$ cat config.mk
export PLATFORM = sky130hd
export DESIGN_NAME = fsm_mover
export DESIGN_NICKNAME = d
export VERILOG_FILES = /design/src/fsm_pkg.sv /design/src/fsm_mover.sv
export SDC_FILE = /design/constraint.sdc
export NUM_CORES = 2
export LEC_CHECK = 0
export ABC_AREA = 1
export BUFFER_PORTS_ARGS = -buffer_cell sky130_fd_sc_hd__buf_2
export CORE_AREA = 3 3 326 328
export CTS_BUF_LIST = sky130_fd_sc_hd__clkbuf_4 sky130_fd_sc_hd__clkbuf_8
export DETAILED_ROUTE_END_ITERATION = 8
export DIE_AREA = 0 0 329 331
export GPL_TIMING_DRIVEN = 0
export SLEW_MARGIN = 5
export SYNTH_ARGS = -nofsm -noshare
export SYNTH_HDL_FRONTEND = slang
export SYNTH_SLANG_ARGS = --single-unit
export TNS_END_PERCENT = 20
$ cat constraint.sdc
create_clock -name CLK_SYS -period 3.2 [get_ports CLK_SYS]
set_clock_uncertainty 0.2 [all_clocks]
set_input_delay 0.48 -clock CLK_SYS [delete_from_list [all_inputs] [get_ports CLK_SYS]]
set_output_delay 0.48 -clock CLK_SYS [all_outputs]
set_load 0.03 [all_outputs]
$ cat src/fsm_pkg.sv
/*
 * Constants for the sequence mover: operation codes, field layouts,
 * access modes, reset values and limits.
 * Assumes a single clock domain; users import fsm_pkg::*.
 */
package fsm_pkg;
   // =====================================================
   // Operation codes and ranges
   localparam logic [15:0] OP_LB_GEN      = 16'h2000;
   localparam logic [15:0] OP_LB_APPEND   = 16'h2001;
   localparam logic [15:0] OP_RD_LO       = 16'h3000;
   localparam logic [15:0] OP_RD_HI       = 16'h3012;
   localparam logic [15:0] OP_PAD         = 16'h3100;
   localparam logic [15:0] OP_RDMON_LO    = 16'h3812;
   localparam logic [15:0] OP_RDMON_HI    = 16'h3A05;
   localparam logic [15:0] OP_WR_LO       = 16'h4000;
   localparam logic [15:0] OP_WR_HI       = 16'h4012;
   localparam logic [15:0] OP_DROP        = 16'h4100;
   localparam logic [15:0] OP_LBMON_LO    = 16'h5000;
   localparam logic [15:0] OP_LBMON_HI    = 16'h5015;
   // =====================================================
   // Auxiliary word fields
   localparam int          BPB_LSB        = 0;
   localparam int          BPB_MSB        = 23;
   localparam int          WID_LSB        = 24;
   localparam int          WID_MSB        = 31;
   localparam logic [23:0] BPB_MIN        = 24'h000010;
   localparam logic [23:0] BPB_MAX        = 24'h00FFFC;
   localparam logic [31:0] BLK_CNT_MIN    = 32'h00000001;
   localparam logic [31:0] BLK_CNT_MAX    = 32'h00000100;
   localparam logic [31:0] SRAM_OFS_MAX   = 32'h00040000;
   localparam logic [31:0] MON_HDR_BYTES  = 32'h00000004;
   localparam logic [31:0] FLAG_FULL      = 32'h00000001;
   // =====================================================
   // Memory spaces and access kinds (low bits of the operation code)
   typedef enum logic [1:0] {SP_A16, SP_A24, SP_A32, SP_SRAM} fsm_space_t;
   typedef enum logic [1:0] {AK_D16, AK_D16X2, AK_D32} fsm_acc_t;
   localparam logic [7:0]  LB_WID_RST     = 8'h00;
endpackage

$ cat src/fsm_mover.sv
/*
 * Sequence operation engine: fetches four-field operation words and moves
 * data between the link stream, the local bus and VXI / shared RAM memory.
 * Assumes the link streams and memory port are synchronous to CLK_SYS and
 * that software supplies operation words in legal form.
 */
`timescale 1ns/1ns
module fsm_mover
   import fsm_pkg::*;
#(
   parameter int DW = 32
) (
   input  wire logic        CLK_SYS,
   input  wire logic        RST_B,
   // Operation word port
   input  wire logic        OP_VALID,
   output logic             OP_READY,
   input  wire logic [15:0] OP_CODE,
   input  wire logic [31:0] OP_COUNT,
   input  wire logic [31:0] OP_ADDR,
   input  wire logic [31:0] OP_AUX,
   input  wire logic        RX_SEQ,
   output logic             OP_ERR,
   // Link receive stream (one 32-bit word a beat)
   input  wire logic        RX_VALID,
   output logic             RX_READY,
   input  wire logic [31:0] RX_DATA,
   // Link transmit stream
   output logic             TX_VALID,
   input  wire logic        TX_READY,
   output logic [31:0]      TX_DATA,
   // Local bus downstream
   output logic             LB_VALID,
   input  wire logic        LB_READY,
   output logic [31:0]      LB_DATA,
   output logic             LB_BLK_END,
   output logic             LB_FRM_END,
   output logic [7:0]       LB_WID,
   input  wire logic        LB_PASS_END,
   // Local bus upstream
   input  wire logic        LBI_VALID,
   output logic             LBI_READY,
   input  wire logic [31:0] LBI_DATA,
   // Memory port (single word, done pulse)
   output logic             MEM_REQ,
   output logic             MEM_WE,
   output logic [1:0]       MEM_SPACE,
   output logic [1:0]       MEM_ACC,
   output logic [31:0]      MEM_ADDR,
   output logic [31:0]      MEM_WDATA,
   input  wire logic        MEM_DONE,
   input  wire logic [31:0] MEM_RDATA
);
   if (DW != 32) begin : g_dw_chk
      $error("fsm_mover supports DW of 32 only");
   end

   typedef enum logic [3:0] {S_IDLE, S_WAITPASS, S_LBOUT, S_MRD, S_TXW, S_RXW, S_MWR,
                             S_PAD, S_DROP, S_FLAGRD, S_MONCPY, S_FLAGWR, S_SRC} fsm_st_t;

   // =====================================================
   // State
   fsm_st_t     st_r, st_nxt;
   logic [31:0] left_r, left_nxt;      // Bytes left in operation
   logic [23:0] blk_left_r, blk_left_nxt;
   logic [23:0] bpb_r, bpb_nxt;
   logic [31:0] addr_r, addr_nxt;
   logic [31:0] mon_r, mon_nxt;       // Monitor write pointer
   logic [31:0] word_r, word_nxt;
   logic        fifo_r, fifo_nxt;
   logic        mon_en_r, mon_en_nxt;
   logic        mon_on_r, mon_on_nxt;  // Flag was zero, copy active
   logic        lbsrc_r, lbsrc_nxt;    // Source is upstream local bus
   logic [1:0]  sp_r, sp_nxt;
   logic [1:0]  acc_r, acc_nxt;
   logic [1:0]  msp_r, msp_nxt;
   logic [7:0]  wid_r, wid_nxt;
   logic        err_r, err_nxt;
   logic        blk_end_c, frm_end_c;
   logic        LB_VALID_r;
   logic [31:0] lb_data_r;
   logic [31:0] mon_base_r;
   logic [31:0] mon_nxt_base;

   // Operation class decode
   logic is_lb, is_rd, is_rdmon, is_wr, is_lbmon;
   assign is_lb    = (OP_CODE == OP_LB_GEN) || (OP_CODE == OP_LB_APPEND);
   assign is_rd    = (OP_CODE >= OP_RD_LO) && (OP_CODE <= OP_RD_HI);
   assign is_rdmon = (OP_CODE >= OP_RDMON_LO) && (OP_CODE <= OP_RDMON_HI);
   assign is_wr    = (OP_CODE >= OP_WR_LO) && (OP_CODE <= OP_WR_HI);
   assign is_lbmon = (OP_CODE >= OP_LBMON_LO) && (OP_CODE <= OP_LBMON_HI);

   logic lb_ok;  // Local bus receive parameters legal
   assign lb_ok = RX_SEQ && (OP_COUNT >= BLK_CNT_MIN) && (OP_COUNT <= BLK_CNT_MAX)
                  && (OP_AUX[BPB_MSB:BPB_LSB] >= BPB_MIN) && (OP_AUX[BPB_MSB:BPB_LSB] <= BPB_MAX)
                  && (OP_AUX[1:0] == 2'b00) && (OP_AUX[WID_MSB:WID_LSB] <= 8'h03);

   logic last_word;
   assign last_word = (left_r <= 32'h00000004);
   assign OP_READY  = (st_r == S_IDLE);
   assign blk_end_c = (blk_left_r <= 24'h000004);
   assign frm_end_c = blk_end_c && last_word;

   // Handshake outputs follow the state directly; RX_READY in S_LBOUT also needs local bus room (no word held or LB_READY)
   assign RX_READY  = (st_r == S_RXW) || (st_r == S_DROP) || (st_r == S_LBOUT && (!LB_VALID_r || LB_READY));
   assign LBI_READY = (st_r == S_SRC) && lbsrc_r;
   assign TX_VALID  = (st_r == S_TXW) || (st_r == S_PAD);
   assign MEM_REQ   = (st_r == S_MRD) || (st_r == S_MWR) || (st_r == S_FLAGRD)
                      || (st_r == S_MONCPY) || (st_r == S_FLAGWR);
   assign MEM_WE    = (st_r == S_MWR) || (st_r == S_MONCPY) || (st_r == S_FLAGWR);

   assign LB_VALID = LB_VALID_r;
   assign LB_DATA  = lb_data_r;
   assign LB_WID   = wid_r;
   assign OP_ERR   = err_r;
   assign TX_DATA  = (st_r == S_PAD) ? 32'h00000000 : word_r;

   // Memory address/space selection depends on copy phase
   always_comb begin
      MEM_SPACE = sp_r;
      MEM_ACC   = acc_r;
      MEM_ADDR  = addr_r;
      MEM_WDATA = word_r;
      if (st_r == S_FLAGRD || st_r == S_MONCPY || st_r == S_FLAGWR) begin
         MEM_SPACE = msp_r;
         MEM_ACC   = AK_D16X2;
         MEM_ADDR  = (st_r == S_MONCPY) ? mon_r : mon_nxt_base;
         MEM_WDATA = (st_r == S_FLAGWR) ? FLAG_FULL : word_r;
      end
   end
   assign mon_nxt_base = mon_base_r;

   // Local bus output staging
   logic        lbv_nxt;
   logic [31:0] lbd_nxt;
   logic        lbb_nxt, lbf_nxt, lbb_r, lbf_r;
   assign LB_BLK_END = lbb_r;
   assign LB_FRM_END = lbf_r;

   // =====================================================
   // Sequencer next state
   always_comb begin
      st_nxt = st_r; left_nxt = left_r; blk_left_nxt = blk_left_r; bpb_nxt = bpb_r;
      addr_nxt = addr_r; mon_nxt = mon_r; word_nxt = word_r; fifo_nxt = fifo_r;
      mon_en_nxt = mon_en_r; mon_on_nxt = mon_on_r; lbsrc_nxt = lbsrc_r;
      sp_nxt = sp_r; acc_nxt = acc_r; msp_nxt = msp_r; wid_nxt = wid_r; err_nxt = 1'b0;
      lbv_nxt = LB_VALID_r; lbd_nxt = lb_data_r; lbb_nxt = lbb_r; lbf_nxt = lbf_r;
      if (LB_VALID_r && LB_READY) begin
         lbv_nxt = 1'b0;
         lbb_nxt = 1'b0;
         lbf_nxt = 1'b0;
      end
      case (st_r)
         S_IDLE: begin
            if (OP_VALID) begin
               left_nxt = OP_COUNT;
               addr_nxt = OP_ADDR;
               mon_en_nxt = 1'b0;
               lbsrc_nxt = 1'b0;
               // low code bits pick space, access and FIFO variant
               sp_nxt = OP_CODE[1:0];
               acc_nxt = (OP_CODE[1:0] == SP_SRAM) ? AK_D16 : OP_CODE[3:2]; // shared RAM D16
               fifo_nxt = OP_CODE[4] && (OP_CODE[1:0] != SP_SRAM);
               msp_nxt = OP_CODE[8] ? SP_A24 : SP_SRAM;
               if (is_lb) begin
                  if (lb_ok) begin
                     bpb_nxt = OP_AUX[BPB_MSB:BPB_LSB];
                     blk_left_nxt = OP_AUX[BPB_MSB:BPB_LSB];
                     wid_nxt = OP_AUX[WID_MSB:WID_LSB];
                     left_nxt = OP_COUNT * {8'h00, OP_AUX[BPB_MSB:BPB_LSB]};
                     // append waits for passing frame to end
                     st_nxt = (OP_CODE == OP_LB_APPEND) ? S_WAITPASS : S_LBOUT;
                  end else begin
                     err_nxt = 1'b1; // refused outside receive sequences or with illegal count, block size or width
                  end
               end else if (is_rd || is_rdmon) begin
                  mon_en_nxt = is_rdmon;
                  mon_nxt = OP_AUX + MON_HDR_BYTES;
                  st_nxt = is_rdmon ? S_FLAGRD : S_MRD;
               end else if (is_wr) begin
                  st_nxt = S_RXW;
               end else if (OP_CODE == OP_PAD) begin
                  st_nxt = (OP_COUNT == 32'h0) ? S_IDLE : S_PAD;
               end else if (OP_CODE == OP_DROP) begin
                  st_nxt = S_DROP;
               end else if (is_lbmon) begin
                  // local bus source with monitor copy
                  lbsrc_nxt = 1'b1;
                  mon_en_nxt = 1'b1;
                  msp_nxt = OP_CODE[0] ? SP_A24 : SP_SRAM;
                  left_nxt = OP_COUNT * {8'h00, OP_AUX[BPB_MSB:BPB_LSB]};
                  mon_nxt = OP_ADDR + MON_HDR_BYTES;
                  st_nxt = S_FLAGRD;
               end else begin
                  err_nxt = 1'b1;
               end
            end
         end
         S_WAITPASS: if (LB_PASS_END) st_nxt = S_LBOUT;
         S_LBOUT: begin
            if (!lbv_nxt && RX_VALID) begin
               lbv_nxt = 1'b1;
               lbd_nxt = RX_DATA;
               lbb_nxt = blk_end_c;
               lbf_nxt = frm_end_c;
               blk_left_nxt = blk_end_c ? bpb_r : blk_left_r - 24'h000004;
               left_nxt = left_r - 32'h00000004;
               if (last_word) st_nxt = S_IDLE;
            end
         end
         // flag read: zero enables the copy
         S_FLAGRD: if (MEM_DONE) begin
            mon_on_nxt = (MEM_RDATA == 32'h0);
            st_nxt = lbsrc_r ? S_SRC : S_MRD;
         end
         S_SRC: if (LBI_VALID) begin
            word_nxt = LBI_DATA;
            st_nxt = S_TXW;
         end
         S_MRD: if (MEM_DONE) begin
            word_nxt = MEM_RDATA;
            st_nxt = S_TXW;
         end
         S_TXW: if (TX_READY) begin
            left_nxt = left_r - 32'h00000004;
            if (!fifo_r) addr_nxt = addr_r + 32'h00000004;
            if (mon_en_r && mon_on_r) st_nxt = S_MONCPY;
            else if (last_word) st_nxt = S_IDLE;
            else st_nxt = lbsrc_r ? S_SRC : S_MRD;
         end
         S_MONCPY: if (MEM_DONE) begin
            mon_nxt = mon_r + 32'h00000004;
            st_nxt = (left_r == 32'h00000000) ? S_FLAGWR : (lbsrc_r ? S_SRC : S_MRD); // Count already taken
         end
         S_FLAGWR: if (MEM_DONE) st_nxt = S_IDLE;
         S_RXW: if (RX_VALID) begin
            word_nxt = RX_DATA;
            st_nxt = S_MWR;
         end
         S_MWR: if (MEM_DONE) begin
            left_nxt = left_r - 32'h00000004;
            if (!fifo_r) addr_nxt = addr_r + 32'h00000004;
            st_nxt = last_word ? S_IDLE : S_RXW;
         end
         S_PAD: if (TX_READY) begin
            left_nxt = left_r - 32'h00000004;
            if (last_word) st_nxt = S_IDLE;
         end
         S_DROP: if (RX_VALID) begin
            left_nxt = left_r - 32'h00000004;
            if (last_word) st_nxt = S_IDLE;
         end
         default: st_nxt = S_IDLE;
      endcase
   end

   logic [31:0] mon_base_nxt;
   assign mon_base_nxt = (st_r == S_IDLE && OP_VALID) ? (is_lbmon ? OP_ADDR : OP_AUX) : mon_base_r;

   // =====================================================
   // Registers
   always_ff @(posedge CLK_SYS or negedge RST_B) begin
      if (!RST_B) begin
         st_r <= S_IDLE; left_r <= 32'h0; blk_left_r <= 24'h0; bpb_r <= 24'h0;
         addr_r <= 32'h0; mon_r <= 32'h0; word_r <= 32'h0; fifo_r <= 1'b0;
         mon_en_r <= 1'b0; mon_on_r <= 1'b0; lbsrc_r <= 1'b0; sp_r <= 2'h0;
         acc_r <= 2'h0; msp_r <= 2'h0; wid_r <= LB_WID_RST; err_r <= 1'b0;
         LB_VALID_r <= 1'b0; lb_data_r <= 32'h0; lbb_r <= 1'b0; lbf_r <= 1'b0;
         mon_base_r <= 32'h0;
      end else begin
         st_r <= st_nxt; left_r <= left_nxt; blk_left_r <= blk_left_nxt; bpb_r <= bpb_nxt;
         addr_r <= addr_nxt; mon_r <= mon_nxt; word_r <= word_nxt; fifo_r <= fifo_nxt;
         mon_en_r <= mon_en_nxt; mon_on_r <= mon_on_nxt; lbsrc_r <= lbsrc_nxt; sp_r <= sp_nxt;
         acc_r <= acc_nxt; msp_r <= msp_nxt; wid_r <= wid_nxt; err_r <= err_nxt;
         LB_VALID_r <= lbv_nxt; lb_data_r <= lbd_nxt; lbb_r <= lbb_nxt; lbf_r <= lbf_nxt;
         mon_base_r <= mon_base_nxt;
      end
   end

   // =====================================================
   // Checks
   property p_frm_blk;
      @(posedge CLK_SYS) disable iff (!RST_B) LB_FRM_END |-> LB_BLK_END;
   endproperty
   a_frm_blk: assert property (p_frm_blk) else $error("frame marker without block marker");
   property p_one_op;
      @(posedge CLK_SYS) disable iff (!RST_B) (st_r inside {S_TXW, S_MWR} && !last_word) |=> st_r != S_IDLE;
   endproperty
   a_one_op: assert property (p_one_op) else $error("operation ended before its last word");
   property p_pad_zero;
      @(posedge CLK_SYS) disable iff (!RST_B) (st_r == S_PAD) |-> (TX_DATA == 32'h0) && TX_VALID;
   endproperty
   a_pad_zero: assert property (p_pad_zero) else $error("padding not zero");
   property p_lb_rxseq;
      @(posedge CLK_SYS) disable iff (!RST_B) (OP_VALID && OP_READY && is_lb && !RX_SEQ) |=> err_r;
   endproperty
   a_lb_rxseq: assert property (p_lb_rxseq) else $error("local bus op outside receive");
   property p_fifo_addr;
      @(posedge CLK_SYS) disable iff (!RST_B) (fifo_r && st_r == S_MWR && MEM_DONE) |=> $stable(addr_r);
   endproperty
   a_fifo_addr: assert property (p_fifo_addr) else $error("fifo address moved");
   property p_sram_d16;
      @(posedge CLK_SYS) disable iff (!RST_B) (MEM_REQ && MEM_SPACE == SP_SRAM) |-> MEM_ACC != AK_D32;
   endproperty
   a_sram_d16: assert property (p_sram_d16) else $error("shared RAM not D16");
   property p_drop_ready;
      @(posedge CLK_SYS) disable iff (!RST_B) (st_r == S_DROP) |-> RX_READY && !TX_VALID;
   endproperty
   a_drop_ready: assert property (p_drop_ready) else $error("drop not consuming");
   property p_flag_set;
      @(posedge CLK_SYS) disable iff (!RST_B) (st_r == S_FLAGWR) |-> MEM_WE && MEM_WDATA == FLAG_FULL;
   endproperty
   a_flag_set: assert property (p_flag_set) else $error("flag not set to one");
endmodule

==> results.md <==
* Die X at 329 um
* Initial Utilization at 0.320
* Final Cell Area at 43500 um2
* Num CTS Buffers at 47
* Final hold violations at 0
* Maximum clock path buffer count at 3
* Initial antenna violation count at 18
* Worst Setup EP: left_r[28]
* Crit path buf inv count at 10
* Setup slack, reg-to-reg at -0.13 ns
* CP required at 3.52 ns
* Final GP Congestion at 0.983
* Fin crit share at 1.98
* Worst r2r src: st_r[2]
* Placed instance area at 37700 um2
* Global-route wire length before repair at 220000 um
* Yosys warns at 0
* Fin worst setup slack at -3.13 ns
* Clock sinks at 266
* Post-synth EDFFs at 0
* Port bufs at 341
* Total track usage at 0.272
* Post-synthesis sequential area ratio at 0.201
* RSZ-0062 raised after global routing: yes
* Worst-path fanout max at 13
* Failing checks: negative setup slack
* Post-synth ARST share at 1.00
* Ratio of cells with drive above 1 in the final layout at 0.206
* Register bit total from synthesis at 266
* Delay-heaviest family, CP: adder cells
* Ys flop type: dfrtp_1
* Final HPWL DP at 118000 um
* Grt ovf at 0
* WP depth at 30
* CTS tree: built
* Final #Nets at 6099
* Crit path kind: primary input to register
* CP max stage delay at 0.59 ns
* Syn nets at 5450
* DRT iter0 DRCs at 3360
* Startpoint Class: primary input
* Syn-to-layout area delta at 31.3%
* FMAX at 158 MHz
* Largest net degree at the start of global routing at 101
* Initial DRT Pass Iterations at 8
* Clk_lat worst skew at 0.65 ns
* Status: finished, violations left
* Critical-path top delay cell: fa_2
* Slew Limit Fails at 0
* Flip-flop and latch area at 6660 um2
* Critical path arrival at 6.65 ns
* Critical Path Start: OP_AUX[5]
* Placement Rows at 118
* Vias in the first global route at 34100
* DR WL/cell at 22.2 um
* Post-DR vias/cell at 5.05
* Via count at 34400
* Worst-margin pin slew at 1.00 ns
* Critical Path Sink Type: register
* Core area at 103000 um2
* Capture point of the worst reg-to-reg path: word_r[31]
* Cell count after synthesis at 4746
* Die area at 109000 um2
* Area of the multi-input gates at 22900 um2
* H-tree depth at 2
* Utilization after layout at 0.421
* R2r worst-path depth at 9
* Max capacitance violation total at 0
* Avg Cell Area, Syn at 6.99 um2
* Minimum clock period at 6.33 ns
* Non-Filler Instances at 6819
* # fillers at 10700
* Endpoints failing setup at 60
* Yosys cell types at 53
* Clock Pin Slew Worst Setup and Hold Paths at 0.07 ns
* Slew margin rel. at 0.331
* Worst Hold Class: primary input to register
* Mapped Area at 33200 um2
* Final Routed Wirelength at 151000 um
* Die Ht at 331 um
* DRC viols at 0
* Post-DRT Antenna Nets at 0
* CTS root buffer: clkbuf_8
* # IOs at 368
* Cells after DPL at 6469
-- stage by stage --
step                worst slack, ns  hold slack, ns  setup TNS (ns)
floorplan                     -2.93         -0.0156          -66.45
global placement              -4.83           0.246        -1176.49
detailed placement            -4.82           0.247         -128.23
CTS                           -3.04        0.000201          -70.82
global route                  -3.19          0.0477          -75.82
finish                        -3.13          0.0362          -66.70
-- cells in the mapped netlist (6+ instances only) --
| cell | number | share of area |
|---|---|---|
| nor2_2 | 21 | 0.0040 |
| xor2_1 | 82 | 0.022 |
| nand3_2 | 6 | 0.0018 |
| fa_1 | 389 | 0.23 |
| o211ai_1 | 47 | 0.011 |
| o21ai_1 | 20 | 0.0030 |
| nand2_1 | 1185 | 0.13 |
| buf_6 | 7 | 0.0024 |
| clkbuf_1 | 176 | 0.020 |
| a22oi_1 | 37 | 0.0084 |
| xnor2_1 | 30 | 0.0079 |
| nor2_1 | 347 | 0.039 |
| a21oi_1 | 179 | 0.027 |
| or2_2 | 12 | 0.0023 |
| inv_2 | 12 | 0.0014 |
| nand3_1 | 151 | 0.023 |
| dfrtp_1 | 266 | 0.20 |
| nor4_1 | 22 | 0.0042 |
| inv_1 | 1116 | 0.13 |
| a31oi_1 | 15 | 0.0028 |
| buf_2 | 25 | 0.0038 |
| nand2_2 | 26 | 0.0049 |
| nand4_1 | 39 | 0.0074 |
| o21ai_0 | 307 | 0.046 |
| nor3_1 | 38 | 0.0057 |
| buf_1 | 22 | 0.0025 |
| ha_1 | 97 | 0.037 |
-- per-layer routing --
metal	vias to the layer above	GRT usage	share of wire
met1	16800	0.357	0.40
met4	6	0.122	0.051
li1	15500	-	-
met2	1781	0.425	0.45
met5	-	0	0.00024
met3	338	0.0644	0.10
-- tightest hold or removal path, cell delays in order --
cell and delay, ns:
buf_2 0.14, nor2_1 0.12, o21ai_1 0.08
-- area by class of cell --
type	count	area share
diodes	12	0.000690
plain buffers	228	0.0570
clock buffers	75	0.0216
clock inverters	6	0.00103
inverters	1130	0.0977
multi-input cells	3115	0.526
flip-flops and latches	266	0.153
well taps	1380	0.0397
repair buffers	607	0.104
-- logic make-up after synthesis --
logic type | synth area share
AOI/OAI and AO/OA | 0.109
DFF | 0.201
adders and majority gates | 0.271
buffers and inverters | 0.158
and+or+nand+nor | 0.232
xor gates and xnor gates | 0.0296
-- timing repair --
action,4_1_cts,5_1_grt
pin swaps,130,152
setup endpoints to repair,121,278
buffers inserted,98,42
endpoints found under the hold margin,189,0
cloned,0,1
hold buffers,123,0
gates resized for setup,436,253
-- layout by cell type, fill, tap and decap left out, types with 19 or more instances in the layout --
master / n
nand2_4: 19
inv_1: 1058
nor2_1: 323
a22oi_2: 21
clkbuf_8: 86
inv_2: 68
nor2_2: 34
o211ai_1: 47
clkbuf_1: 69
buf_2: 307
nand3_2: 24
buf_4: 130
xor2_1: 77
nor3_1: 36
o21ai_0: 272
buf_8: 28
o21ai_1: 41
buf_6: 65
ha_4: 34
nand4_1: 39
a21oi_1: 155
nand2_1: 1130
nand2_2: 63
clkbuf_4: 28
nor4_1: 19
dfrtp_1: 266
ha_1: 58
fa_2: 26
xnor2_1: 24
dlygate4sd3_1: 123
nand3_1: 130
fa_1: 363
clkbuf_16: 36
-- registers in the layout, indices dropped and copies added (netlist names), 4 cells and up --
register,flops
LB_DATA,32
LB_WID,8
addr_r,32
blk_left_r,24
bpb_r,24
left_r,32
mon_base_r,32
mon_r,32
st_r,4
word_r,32
-- worst min path at each step --
stage                  start             to  slack [ns]  depth (start not counted)
2_1_floorplan          RST_B     LB_BLK_END       -0.02                          0
6_report          OP_ADDR[6]  mon_base_r[6]        0.04                          3
3_3_place_gp       LB_WID[7]      LB_WID[7]        0.25                          2
5_1_grt        MEM_RDATA[23]     word_r[23]        0.05                          5
3_5_place_dp       bpb_r[17]      bpb_r[17]        0.25                          2
4_1_cts        MEM_RDATA[26]     word_r[26]      0.0002                          5
Power is left out: the tool's default activity adds up to more than one toggle a clock period on the data nets, which glitch-free logic cannot reach.
